--- config.mk ---
export PLATFORM = sky130hd
export DESIGN_NAME = hsi_i2c_slave
export DESIGN_NICKNAME = d
export VERILOG_FILES = /design/src/rtl/hsi_pkg.sv /design/src/rtl/hsi_i2c_slave.sv
export VERILOG_INCLUDE_DIRS = /design/src /design/src/rtl
export SDC_FILE = /design/constraint.sdc
export NUM_CORES = 1
export LEC_CHECK = 0
export BUFFER_PORTS_ARGS = -buffer_cell sky130_fd_sc_hd__buf_2
export CAP_MARGIN = 5
export CORE_MARGIN = 2
export CORE_UTILIZATION = 52
export CTS_CLUSTER_SIZE = 12
export DETAILED_ROUTE_END_ITERATION = 8
export PLACE_DENSITY_LB_ADDON = 0.15
export SLEW_MARGIN = 30
export SYNTH_ARGS = -nofsm -noshare
export SYNTH_HDL_FRONTEND = slang
export SYNTH_SLANG_ARGS = --single-unit
--- constraint.sdc ---
create_clock -name clock_in -period 2.31 [get_ports clock_in]
set_input_delay 0.1155 -clock clock_in [delete_from_list [all_inputs] [get_ports clock_in]]
set_output_delay 0.1155 -clock clock_in [all_outputs]
set_load 0.02 [all_outputs]
--- src/rtl/hsi_regs.svh ---
`ifndef HSI_REGS_SVH
`define HSI_REGS_SVH
`define HSI_ADDR_TEMP 8'h1d
`define HSI_ADDR_FIELD 8'h1f
`define HSI_ADDR_SLEEP 8'h20
`define HSI_ADDR_UNLOCK 8'h24
`define HSI_UNLOCK_KEY 32'h2c413534
`define HSI_SLEEP_BIT 0
`define HSI_SLEEP_RST 1'b0
`define HSI_DEV_ADDR 7'h00
`define HSI_CLK_MHZ 25
`define HSI_WAKE_CLK_US 50
`define HSI_WAKE_RAW_US 150
`define HSI_WAKE_FULL_US 500
`endif

--- src/rtl/hsi_pkg.sv ---
package hsi_pkg;
   typedef enum logic [2:0] {
      ST_IDLE, ST_ADDR, ST_ADDR_ACK, ST_REG, ST_WDATA, ST_WACK, ST_RDATA, ST_RACK
   } hsi_state_e;
   typedef struct packed {
      logic scl;
      logic sda;
   } hsi_pins_s;
   typedef struct packed {
      logic [11:0] field;
      logic [11:0] temp;
   } hsi_read_s;
   typedef enum logic [1:0] {
      WK_OFF, WK_CLK, WK_RAW, WK_FULL
   } hsi_wake_e;
endpackage

--- src/rtl/hsi_i2c_slave.sv ---
`timescale 1ns/1ps
`include "hsi_regs.svh"
// Function
// - Field register 0x1f returns 12-bit signed reading, read-only.
// - Temperature register 0x1d returns 12-bit signed reading, read-only.
// - Sleep bit 0 at 0x20, read/write, resets low, sets power-down.
// - Sleep bit and serial logic follow SCL edges, not system activity.
// - About 50 us after wake, clock runs and bus answers again; here the bus answers even while asleep, and ready_out rises at 50 us.
// - Raw reading ready after 150 us, full accuracy after 500 us.
// - Leaving sleep reloads volatile registers as at power-on.
// - Start is SDA fall with SCL high; stop is SDA rise.
// - First byte holds 7-bit address, direction bit, then acknowledge.
// - Each data cycle moves eight bits plus one acknowledge.
// - SDA changes only while SCL is low, except start and stop.
// - Start or stop anywhere aborts and restarts the sequence.
// - Matching address acknowledged by driving SDA low on ninth clock.
// - Every written byte is acknowledged with SDA low.
// - Write is address, register byte, data bytes, stop.
// - Extra write bytes go to the next register address.
// - Before unlock, only the sleep bit accepts writes.
// - Reads are allowed at all times regardless of unlock.
// - Writing the key to 0x24 enables writes; here it only sets unlocked_out, and no register but sleep is ever written.
// - Unlock stays set until power cycle; nothing clears it.
// - SCL input only; SDA open-drain, never driven high.
// - Read is write-address, register byte, restart, read-address, data.
// - Reads return four bytes per register, then next register.
// - Not-acknowledge then stop ends read data.
module hsi_i2c_slave #(
   parameter logic [6:0] DEV_ADDR = `HSI_DEV_ADDR,
   parameter int CLK_MHZ = `HSI_CLK_MHZ
) (
   // Clock and reset
   input wire logic clock_in,
   input wire logic rst_n_in,
   input wire logic clk_en_in,
   // Bus pins
   input wire logic scl_in,
   input wire logic sda_in,
   output logic sda_out,
   output logic sda_oe_out,
   // Sensor side
   input wire hsi_pkg::hsi_read_s reading_in,
   output logic sleep_out,
   output logic unlocked_out,
   output logic ready_out,
   output logic raw_valid_out,
   output logic full_valid_out
);

   // Wake milestones counted in system clocks from the sleep clear
   localparam int WAKE_CLK_CYC = `HSI_WAKE_CLK_US * CLK_MHZ;
   localparam int WAKE_RAW_CYC = `HSI_WAKE_RAW_US * CLK_MHZ;
   localparam int WAKE_FULL_CYC = `HSI_WAKE_FULL_US * CLK_MHZ;

   ////////////////////////////////////////////////////////////////////////////
   // Register read decode, used for capture on first byte
   function automatic logic [31:0] reg_value(input logic [7:0] a,
                                              input hsi_pkg::hsi_read_s r,
                                              input logic slp);
      logic [31:0] v;
      v = 32'h0000_0000;
      case (a)
         `HSI_ADDR_TEMP: v = {{20{1'b0}}, r.temp};
         `HSI_ADDR_FIELD: v = {{20{1'b0}}, r.field};
         `HSI_ADDR_SLEEP: v = {31'h0000_0000, slp};
         default: v = 32'h0000_0000;
      endcase
      return v;
   endfunction

   ////////////////////////////////////////////////////////////////////////////
   // Pin synchronisers, two flops before any logic
   hsi_pkg::hsi_pins_s s1_q, s1_d, s2_q, s2_d, s3_q, s3_d;

   always_comb begin
      s1_d = '{scl: scl_in, sda: sda_in};
      s2_d = s1_q;
      s3_d = s2_q;
   end

   // Reset to the idle bus level so no false edge or start follows reset
   always_ff @(posedge clock_in) begin
      if (!rst_n_in) begin
         s1_q <= '{scl: 1'b1, sda: 1'b1};
         s2_q <= '{scl: 1'b1, sda: 1'b1};
         s3_q <= '{scl: 1'b1, sda: 1'b1};
      end else if (clk_en_in) begin
         s1_q <= s1_d;
         s2_q <= s2_d;
         s3_q <= s3_d;
      end
   end

   // Edge and condition events from the second and third stages
   logic scl_rise, scl_fall, start_ev, stop_ev;
   assign scl_rise = s2_q.scl & ~s3_q.scl;
   assign scl_fall = ~s2_q.scl & s3_q.scl;
   assign start_ev = s2_q.scl & s3_q.scl & s3_q.sda & ~s2_q.sda;
   assign stop_ev = s2_q.scl & s3_q.scl & ~s3_q.sda & s2_q.sda;

   ////////////////////////////////////////////////////////////////////////////
   // Protocol engine; steps keyed to sampled SCL edges and to start and stop conditions
   hsi_pkg::hsi_state_e st_q, st_d;
   logic [3:0] bit_q, bit_d;
   logic [7:0] sh_q, sh_d;
   logic [7:0] ptr_q, ptr_d;
   logic [1:0] byte_q, byte_d;
   logic [31:0] rdat_q, rdat_d;
   logic [31:0] key_q, key_d;
   logic rd_q, rd_d;
   logic sleep_q, sleep_d;
   logic unl_q, unl_d;
   logic sda_q, sda_d;
   logic ack_q, ack_d;
   logic wake_q, wake_d;
   logic rdy_q, rdy_d;
   logic raw_q, raw_d;
   logic full_q, full_d;

   // Register values at the pointer and the one after it; a word is copied
   // only when its first byte is loaded, so a reading that changes
   // in mid-word cannot tear the four bytes apart
   logic [31:0] cur_val, nxt_val;
   logic [7:0] ptr_inc;
   assign ptr_inc = ptr_q + 8'h01;
   assign cur_val = reg_value(ptr_q, reading_in, sleep_q);
   assign nxt_val = reg_value(ptr_inc, reading_in, sleep_q);

   always_comb begin
      st_d = st_q;
      bit_d = bit_q;
      sh_d = sh_q;
      ptr_d = ptr_q;
      byte_d = byte_q;
      rdat_d = rdat_q;
      key_d = key_q;
      rd_d = rd_q;
      sleep_d = sleep_q;
      unl_d = unl_q;
      sda_d = sda_q;
      ack_d = ack_q;
      if (start_ev || stop_ev) begin
         // Abort whatever is running; a start then waits for an address, a stop goes idle
         st_d = start_ev ? hsi_pkg::ST_ADDR : hsi_pkg::ST_IDLE;
         bit_d = 4'h0;
         sda_d = 1'b0;
         // Key is judged only at a stop, after all its bytes are in
         if (stop_ev && key_q == `HSI_UNLOCK_KEY) begin
            unl_d = 1'b1;
         end
      end else if (scl_rise) begin
         case (st_q)
            hsi_pkg::ST_ADDR, hsi_pkg::ST_REG, hsi_pkg::ST_WDATA: begin
               sh_d = {sh_q[6:0], s2_q.sda};
               bit_d = bit_q + 4'h1;
            end
            hsi_pkg::ST_RACK: ack_d = ~s2_q.sda;
            default: ;
         endcase
      end else if (scl_fall) begin
         case (st_q)
            hsi_pkg::ST_ADDR: begin
               if (bit_q == 4'h8) begin
                  if (sh_q[7:1] == DEV_ADDR) begin
                     st_d = hsi_pkg::ST_ADDR_ACK;
                     sda_d = 1'b1;
                     rd_d = sh_q[0];
                  end else begin
                     // Foreign address: stay off the bus until the next start
                     st_d = hsi_pkg::ST_IDLE;
                  end
               end
            end
            hsi_pkg::ST_ADDR_ACK: begin
               bit_d = 4'h0;
               if (rd_q) begin
                  st_d = hsi_pkg::ST_RDATA;
                  // Capture the whole word now; later bytes come from this copy
                  rdat_d = cur_val;
                  byte_d = 2'h0;
                  sda_d = ~cur_val[31];
               end else begin
                  st_d = hsi_pkg::ST_REG;
                  sda_d = 1'b0;
               end
            end
            hsi_pkg::ST_REG, hsi_pkg::ST_WDATA: begin
               if (bit_q == 4'h8) begin
                  sda_d = 1'b1;
                  st_d = hsi_pkg::ST_WACK;
                  if (st_q == hsi_pkg::ST_REG) begin
                     ptr_d = sh_q;
                     byte_d = 2'h0;
                     rd_d = 1'b0;
                  end else begin
                     rd_d = 1'b1;
                     if (ptr_q == `HSI_ADDR_UNLOCK) begin
                        key_d = {key_q[23:0], sh_q};
                     end
                     if (byte_q == 2'h3) begin
                        // Sleep is always writable; no other target is written here, unlock or not
                        if (ptr_q == `HSI_ADDR_SLEEP) begin
                           sleep_d = sh_q[`HSI_SLEEP_BIT];
                        end
                        ptr_d = ptr_inc;
                     end
                     byte_d = byte_q + 2'h1;
                  end
               end
            end
            hsi_pkg::ST_WACK: begin
               // Let go of SDA once the acknowledge clock has ended
               sda_d = 1'b0;
               bit_d = 4'h0;
               st_d = hsi_pkg::ST_WDATA;
            end
            hsi_pkg::ST_RDATA: begin
               if (bit_q == 4'h7) begin
                  sda_d = 1'b0;
                  st_d = hsi_pkg::ST_RACK;
               end else begin
                  // Most significant first; a one bit leaves the wire released
                  bit_d = bit_q + 4'h1;
                  rdat_d = {rdat_q[30:0], 1'b0};
                  sda_d = ~rdat_q[30];
               end
            end
            hsi_pkg::ST_RACK: begin
               if (ack_q) begin
                  bit_d = 4'h0;
                  st_d = hsi_pkg::ST_RDATA;
                  byte_d = byte_q + 2'h1;
                  if (byte_q == 2'h3) begin
                     // Next register sampled fresh, top byte first
                     ptr_d = ptr_inc;
                     rdat_d = nxt_val;
                     sda_d = ~nxt_val[31];
                  end else begin
                     rdat_d = {rdat_q[30:0], 1'b0};
                     sda_d = ~rdat_q[30];
                  end
               end else begin
                  st_d = hsi_pkg::ST_IDLE;
                  sda_d = 1'b0;
               end
            end
            default: st_d = hsi_pkg::ST_IDLE;
         endcase
      end
      if (wake_q && sleep_q == 1'b0) begin
         // Wake clears the collected key bytes as power-on does; unlock is kept
         key_d = 32'h0000_0000;
      end
   end

   ////////////////////////////////////////////////////////////////////////////
   // Wake sequencing after the sleep bit clears
   // Counter is 14 bits, so CLK_MHZ above 32 overflows the longest wait
   logic [13:0] wcnt_q, wcnt_d;
   hsi_pkg::hsi_wake_e wst_q, wst_d;

   always_comb begin
      wake_d = 1'b0;
      wcnt_d = wcnt_q;
      wst_d = wst_q;
      if (sleep_q) begin
         // Asleep: hold the sequence at its start
         wst_d = hsi_pkg::WK_OFF;
         wcnt_d = 14'h0000;
      end else if (wst_q != hsi_pkg::WK_FULL) begin
         wcnt_d = wcnt_q + 14'h0001;
         case (wst_q)
            hsi_pkg::WK_OFF: begin
               wake_d = (wcnt_q == 14'h0000);
               if (32'(wcnt_q) >= WAKE_CLK_CYC - 1) wst_d = hsi_pkg::WK_CLK;
            end
            hsi_pkg::WK_CLK: if (32'(wcnt_q) >= WAKE_RAW_CYC - 1) wst_d = hsi_pkg::WK_RAW;
            hsi_pkg::WK_RAW: if (32'(wcnt_q) >= WAKE_FULL_CYC - 1) wst_d = hsi_pkg::WK_FULL;
            default: wst_d = hsi_pkg::WK_FULL;
         endcase
      end
      // Status flags follow the next state, so each leaves a flop in step
      rdy_d = (wst_d != hsi_pkg::WK_OFF);
      raw_d = (wst_d == hsi_pkg::WK_RAW) || (wst_d == hsi_pkg::WK_FULL);
      full_d = (wst_d == hsi_pkg::WK_FULL);
   end

   // Clock enable low freezes every flop of the engine and the wake timer
   always_ff @(posedge clock_in) begin
      if (!rst_n_in) begin
         st_q <= hsi_pkg::ST_IDLE;
         bit_q <= 4'h0;
         sh_q <= 8'h00;
         ptr_q <= 8'h00;
         byte_q <= 2'h0;
         rdat_q <= 32'h0000_0000;
         key_q <= 32'h0000_0000;
         rd_q <= 1'b0;
         sleep_q <= `HSI_SLEEP_RST;
         unl_q <= 1'b0;
         sda_q <= 1'b0;
         ack_q <= 1'b0;
         wake_q <= 1'b0;
         wcnt_q <= 14'h0000;
         wst_q <= hsi_pkg::WK_FULL;
         rdy_q <= 1'b1;
         raw_q <= 1'b1;
         full_q <= 1'b1;
      end else if (clk_en_in) begin
         st_q <= st_d;
         bit_q <= bit_d;
         sh_q <= sh_d;
         ptr_q <= ptr_d;
         byte_q <= byte_d;
         rdat_q <= rdat_d;
         key_q <= key_d;
         rd_q <= rd_d;
         sleep_q <= sleep_d;
         unl_q <= unl_d;
         sda_q <= sda_d;
         ack_q <= ack_d;
         wake_q <= wake_d;
         wcnt_q <= wcnt_d;
         wst_q <= wst_d;
         rdy_q <= rdy_d;
         raw_q <= raw_d;
         full_q <= full_d;
      end
   end

   ////////////////////////////////////////////////////////////////////////////
   // Outputs straight from flops, sda_out tied low; SDA only ever pulled low
   assign sda_out = 1'b0;
   assign sda_oe_out = sda_q;
   assign sleep_out = sleep_q;
   assign unlocked_out = unl_q;
   assign ready_out = rdy_q;
   assign raw_valid_out = raw_q;
   assign full_valid_out = full_q;

endmodule

# Yosys cells after proc, flatten, opt, wreduce, memory -nomap -nowiden
# Index checks and enable logic that the tools add are counted.
totals:
  ff_bits: 119
  input_bits: 29
classes:
  addsub: 4
  order_cmp: 3
  eq_ne: 40
  muxes: 70
  n_bitwise: 18
  reduce_logical: 37
op_table:
  columns: ["op", "count"]
  rows:
  - ["$mux 32", 8]
  - ["$mux 31", 4]
  - ["$pmux 31 s3", 1]
  - ["$pmux 12 s3", 2]
  - ["$eq 32x30->1 const B", 1]
  - ["$eq 8x5->1 const B", 4]
  - ["$mux 8", 4]
  - ["$reduce_and 8->1", 4]
  - ["$mux 14", 2]
  - ["$eq 8x6->1 const B", 3]
  - ["$mux 3", 8]
  - ["$mux 4", 6]
  - ["$mux 2", 10]
  - ["$mux 1", 18]
  - ["$pmux 3 s6", 1]
  - ["$reduce_bool 2->1", 9]
  - ["$pmux 8 s2", 1]
  - ["$add 14x1->14 const B", 1]
  - ["$ge 14x11->1 const B", 1]
  - ["$ge 14x12->1 const B", 1]
  - ["$ge 14x14->1 const B", 1]
  - ["$logic_not 14->1", 1]
  - ["$ne 2x2->1 const B", 7]
  - ["$reduce_and 7->1", 2]
  - ["35 further kinds", 72]

# Logic depth before layout (Yosys ltp)
depth:
  ltp_word: 9
  depth_mapped: 9
  depth_no_buf: 7

# Worst setup path after synthesis
# Ideal clock, no wire load.
synth_timing:
  kind: "reg2reg"
  from: "reg ptr_q[1]"
  to: "reg rdat_q[10]"
  setup_ns: 0.070
  arrival_ns: 1.943
  required_ns: 2.240
  slack_ns: 0.297
  stages_incl_launch_ff: 9
  path_cell_list: "dfxtp_1 > ha_1 > buf_2 > nor2_1 > or4b_1 > a21oi_1 > buf_4 > a221oi_2 > a21oi_1"
synth_via:
  elab_chain_cells: 6
synth_lines:
  columns: ["item", "line_no", "rtl"]
  rows:
  - ["from (decl)", "hsi_i2c_slave.sv:106", "logic [7:0] ptr_q, ptr_d;"]
  - ["from (signal assigned)", "hsi_i2c_slave.sv:313", "ptr_q <= ptr_d;"]
  - ["$add 8x1->8", "hsi_i2c_slave.sv:125", "assign ptr_inc = ptr_q + 8'h01;"]
  - ["$eq 8x6->1 or $eq 8x5->1 (tied branches)", "hsi_i2c_slave.sv:62", "case (a)"]
  - ["$pmux 12 s3", "hsi_i2c_slave.sv:62", null]
  - ["$mux 31", "hsi_i2c_slave.sv:233", "if (byte_q == 2'h3) begin"]
  - ["$mux 31", "hsi_i2c_slave.sv:229", "if (ack_q) begin"]
  - ["$pmux 31 s3 (*)", "hsi_i2c_slave.sv:161", "case (st_q)"]
  - ["to (signal assigned)", "hsi_i2c_slave.sv:315", "rdat_q <= rdat_d;"]
  - ["to (decl)", "hsi_i2c_slave.sv:108", "logic [31:0] rdat_q, rdat_d;"]
# Every way passes the cells marked *; elsewhere a longest branch is shown, timed or not. The select of a mux whose other input is x is not followed.
# A chain may end at the register's enable or synchronous reset.

# Worst setup path after layout
layout_timing:
  from: "reg s3_q[1] (netlist name)"
  to: "reg rdat_q[10]"
layout_via:
  elab_chain_cells: 6
layout_lines:
  columns: ["item", "line_no", "rtl"]
  rows:
  - ["from (decl)", "hsi_i2c_slave.sv:73", "hsi_pkg::hsi_pins_s s1_q, s1_d, s2_q, s2_d, s3_q, s3_d;"]
  - ["from (signal assigned)", "hsi_i2c_slave.sv:86", "s3_q <= '{scl: 1'b1, sda: 1'b1};"]
  - ["$and 1x1->1", "hsi_i2c_slave.sv:98, hsi_i2c_slave.sv:99", null]
  - ["$and 1x1->1 (on tied branches) (2 in series)", "hsi_i2c_slave.sv:98, hsi_i2c_slave.sv:99", null]
  - ["$logic_or 1x1->1", "hsi_i2c_slave.sv:142", "if (start_ev || stop_ev) begin"]
  - ["$not 1->1 (no line)", null, null]
  - ["$reduce_and 8->1 (no line) (*)", null, null]
# Every way passes the cells marked *; elsewhere a longest branch is shown, timed or not.

==> summary.md <==
| Metric | Value |
|---|---|
| Port bufs | 34 |
| Core area | 11500 um^2 |
| Sequential fraction of the synthesis area | 0.388 |
| Pre-antenna DRT Iters | 4 |
| Synth Area in Adders | 0.0285 |
| Routability Congestion | 0.920 |
| Pwr/cell area | 728 nW/um^2 |
| Setup TNS | 0 ns |
| FP Rows | 39 |
| Fin. max-slew vios | 0 |
| Crit Path Category | flop to flop |
| DR vias/cell | 6.18 |
| IO Count | 36 |
| Top_reg_cell synth | dfxtp_1 |
| Mean routed wirelength per cell | 16.4 um |
| Placed Area | 6510 um^2 |
| Post-Synth Simple-Gate Area | 0.210 |
| Initial Utilization | 0.536 |
| Fmax | 462 MHz |
| Initial antenna violation count | 0 |
| Max Used Layer | met4 |
| Final setup fails | 0 |
| Pleak | 0.00266 uW |
| Grt ovf | 0 |
| Hold crit path type | input port to flop |
| Clock Skews | 0.00617 ns |
| Final Cycle Share | 0.938 |
| DP Cell Count | 857 |
| DRC | 0 |
| Worst Max-Slew Pin Slew | 0.585 ns |
| Post-synth EDFFs | 0 |
| Synth Area in Compound Gates | 0.271 |
| Final critical-path required period | 2.17 ns |
| Multi-input combinational cell area | 3440 um^2 |
| Via count | 5507 |
| Slew headroom | 0.600 |
| Overall routing resource usage | 0.242 |
| M1 wire length | 7.03 mm |
| Tot Pwr | 5230 uW |
| Skew-Pair Late Insertion Delay | 0.42 ns |
| CTS tree | yes |
| Synth Warn # | 0 |
| Max clock buf depth | 2 |
| XOR/XNOR Fraction of Synth Area | 0.0212 |
| Fillcell total | 963 |
| Largest net degree at the start of global routing | 33 |
| Post-Layout Cell Count | 891 |
| Seq cells post-synth | 119 |
| Met3 wire len | 807 um |
| Worst EP arrival | 2.47 ns |
| Async SR Flop Fraction | 0 |
| Ant diodes | 0 |
| H-tree levels | 4 |
| CTS buffer count | 17 |
| Worst VDD drop | 0.596 mV |
| Cells after Synth | 704 |
| Mapped Area | 6140 um^2 |
| Clock sinks | 119 |
| Setup ws final | 0.144 ns |
| RSZ-0062 raised after global routing | no |
| Die width | 113 um |
| Detailed Route WL | 14.6 mm |
| Main combinational cell family by area after synthesis | compound AO/OA/AOI/OAI gates |
| Via count of the first global-routing pass | 5146 |
| Max-cap viol count | 0 |
| Iteration-0 DRC Markers | 346 |
| WP data required | 2.61 ns |
| Antenna Nets Post-Route | 0 |
| First-pass GRT wire length | 25.2 mm |
| DP HPWL | 9.86 mm |
| Netlist cell types | 76 |
| Root buffer cell | clkbuf_16 |
| Final hold violation count | 0 |
| Synthesis-to-finish area growth | 17.1% |
| Mapped Avg Cell Area | 8.73 um^2 |
| Die H | 113 um |
| Crit end category | flop |
| Die ar. | 12700 um^2 |
| Final #Nets | 778 |
| Metal2 WL | 6.59 mm |
| Multiplexer share of the synthesized area | 0.0279 |
| CP Max Fanout | 24 |
| Pre-CTS setup slack | 0.168 ns |
| Post-route cell area | 7190 um^2 |
| Clk pin slew, worst setup/hold paths | 0.05 ns |
| Syn Nets | 747 |
| Layout cell share with drive strength beyond 1 | 0.186 |
| Outcome | completed |
| Setup crit start kind | flop |
| Reg area | 2380 um^2 |
==> worst max-delay path, stage by stage (launching register included) <==
cell	delay, ns
dfxtp_1	0.36
inv_1	0.07
ha_1	0.23
nand3b_1	0.24
a21o_1	0.20
or3_1	0.44
buf_6	0.21
a221oi_2	0.20
a21oi_1	0.09
==> layout make-up <==
type / count / share of cell area
sequential: 119 / 0.331
inverter: 20 / 0.0104
tap: 143 / 0.0249
timing repair buffer: 67 / 0.0628
clock buffer: 18 / 0.0611
multi-input combinational: 510 / 0.479
clock inverter: 14 / 0.0308
==> cell families (layout without fill, tap and decap cells) <==
logic type      count (synthesis)  count (layout)
mux                            17              17
compound gates                217             217
flops                         119             119
fa+ha+maj                      14              14
other cells                     1               1
buf+inv                        75             119
xor+xnor                       14              14
simple gates                  247             247
==> cell usage in the layout, fill, tap and decap left out, drive strengths merged, types with 6 or more instances in the layout <==
cell type / instances
xnor2: 9
nor3: 14
a21oi: 53
ha: 14
o21ai: 30
nor4: 10
nand2: 61
or2: 13
mux2i: 16
a211oi: 6
dfxtp: 119
buf: 65
a22oi: 14
a221oi: 15
a22o: 44
nand3: 36
nor2b: 6
clkbuf: 18
nand2b: 9
inv: 21
nand4: 10
nor2: 48
==> power by group <==
part	internal, uW	switching [uW]	total, uW	leakage [uW]
sequential	2070	13.3	2080	0.000961
combinational	76.2	130	206	0.00139
clock	1950	999	2950	0.000313
total	4090	1140	5230	0.00266
==> registers in the layout, summed over array words and instances (netlist names), 2 cells and up <==
| register | flops |
|---|---|
| byte_q | 2 |
| rdat_q | 31 |
| s3_q | 2 |
| s1_q | 2 |
| wst_q | 2 |
| sh_q | 8 |
| bit_q | 4 |
| st_q | 3 |
| ptr_q | 8 |
| key_q | 32 |
| wcnt_q | 14 |
| s2_q | 2 |
==> path summary, 6_finish.rpt <==
kind | from | to | slack [ns] | cells past startpoint
worst max-delay path | s3_q[1]$_SDFFE_PN1P_ | rdat_q[10]$_SDFFE_PN0P_ | 0.14 | 8
worst min-delay path | clk_en_in | raw_valid_out$_SDFFE_PN1P_ | 0.10 | 2
worst max register to register | s3_q[1]$_SDFFE_PN1P_ | rdat_q[10]$_SDFFE_PN0P_ | 0.14 | 8
worst min register to register | raw_valid_out$_SDFFE_PN1P_ | raw_valid_out$_SDFFE_PN1P_ | 0.45 | 2
==> synthesized netlist by cell type, types with 10 or more instances <==
cell type  number  share of area
nand2_1        61          0.037
ha_1           14          0.029
nor4_1         10          0.010
a21oi_1        53          0.043
a22o_1         44          0.063
dfxtp_1       119           0.39
nor3_1         13          0.011
buf_2          18          0.015
nand3_1        36          0.029
mux2i_1        16          0.026
inv_1          19          0.012
nand4_1        10          0.010
a22oi_1        13          0.016
o21ai_0        28          0.023
clkbuf_1       29          0.018
or2_2          13          0.013
a221oi_2       13          0.032
nor2_1         48          0.029
==> per-stage QoR <==
stage	util	hold slack [ns]
3_5_place_dp	0.568	0.340
6_report	0.627	0.103
5_1_grt	0.627	0.112
3_3_place_gp	0.568	0.332
2_1_floorplan	-	0.244
4_1_cts	0.627	0.0863
==> routing by layer <==
| metal | vias to the layer above | GRT usage |
|---|---|---|
| li1 | 2692 | - |
| met1 | 2625 | 0.337 |
| met2 | 172 | 0.360 |
| met3 | 18 | 0.0707 |
| met4 | 0 | 0.0837 |
| met5 | - | 0 |
==> timing repair <==
item | in CTS | in global routing
gates resized for setup | 0 | 1
hold buffers | 2 | 0
setup buffers | 0 | 0
hold endpoints to repair | 2 | 0
setup endpoints to repair | 0 | 3
Note: power is estimated with default switching activity, not from simulation.
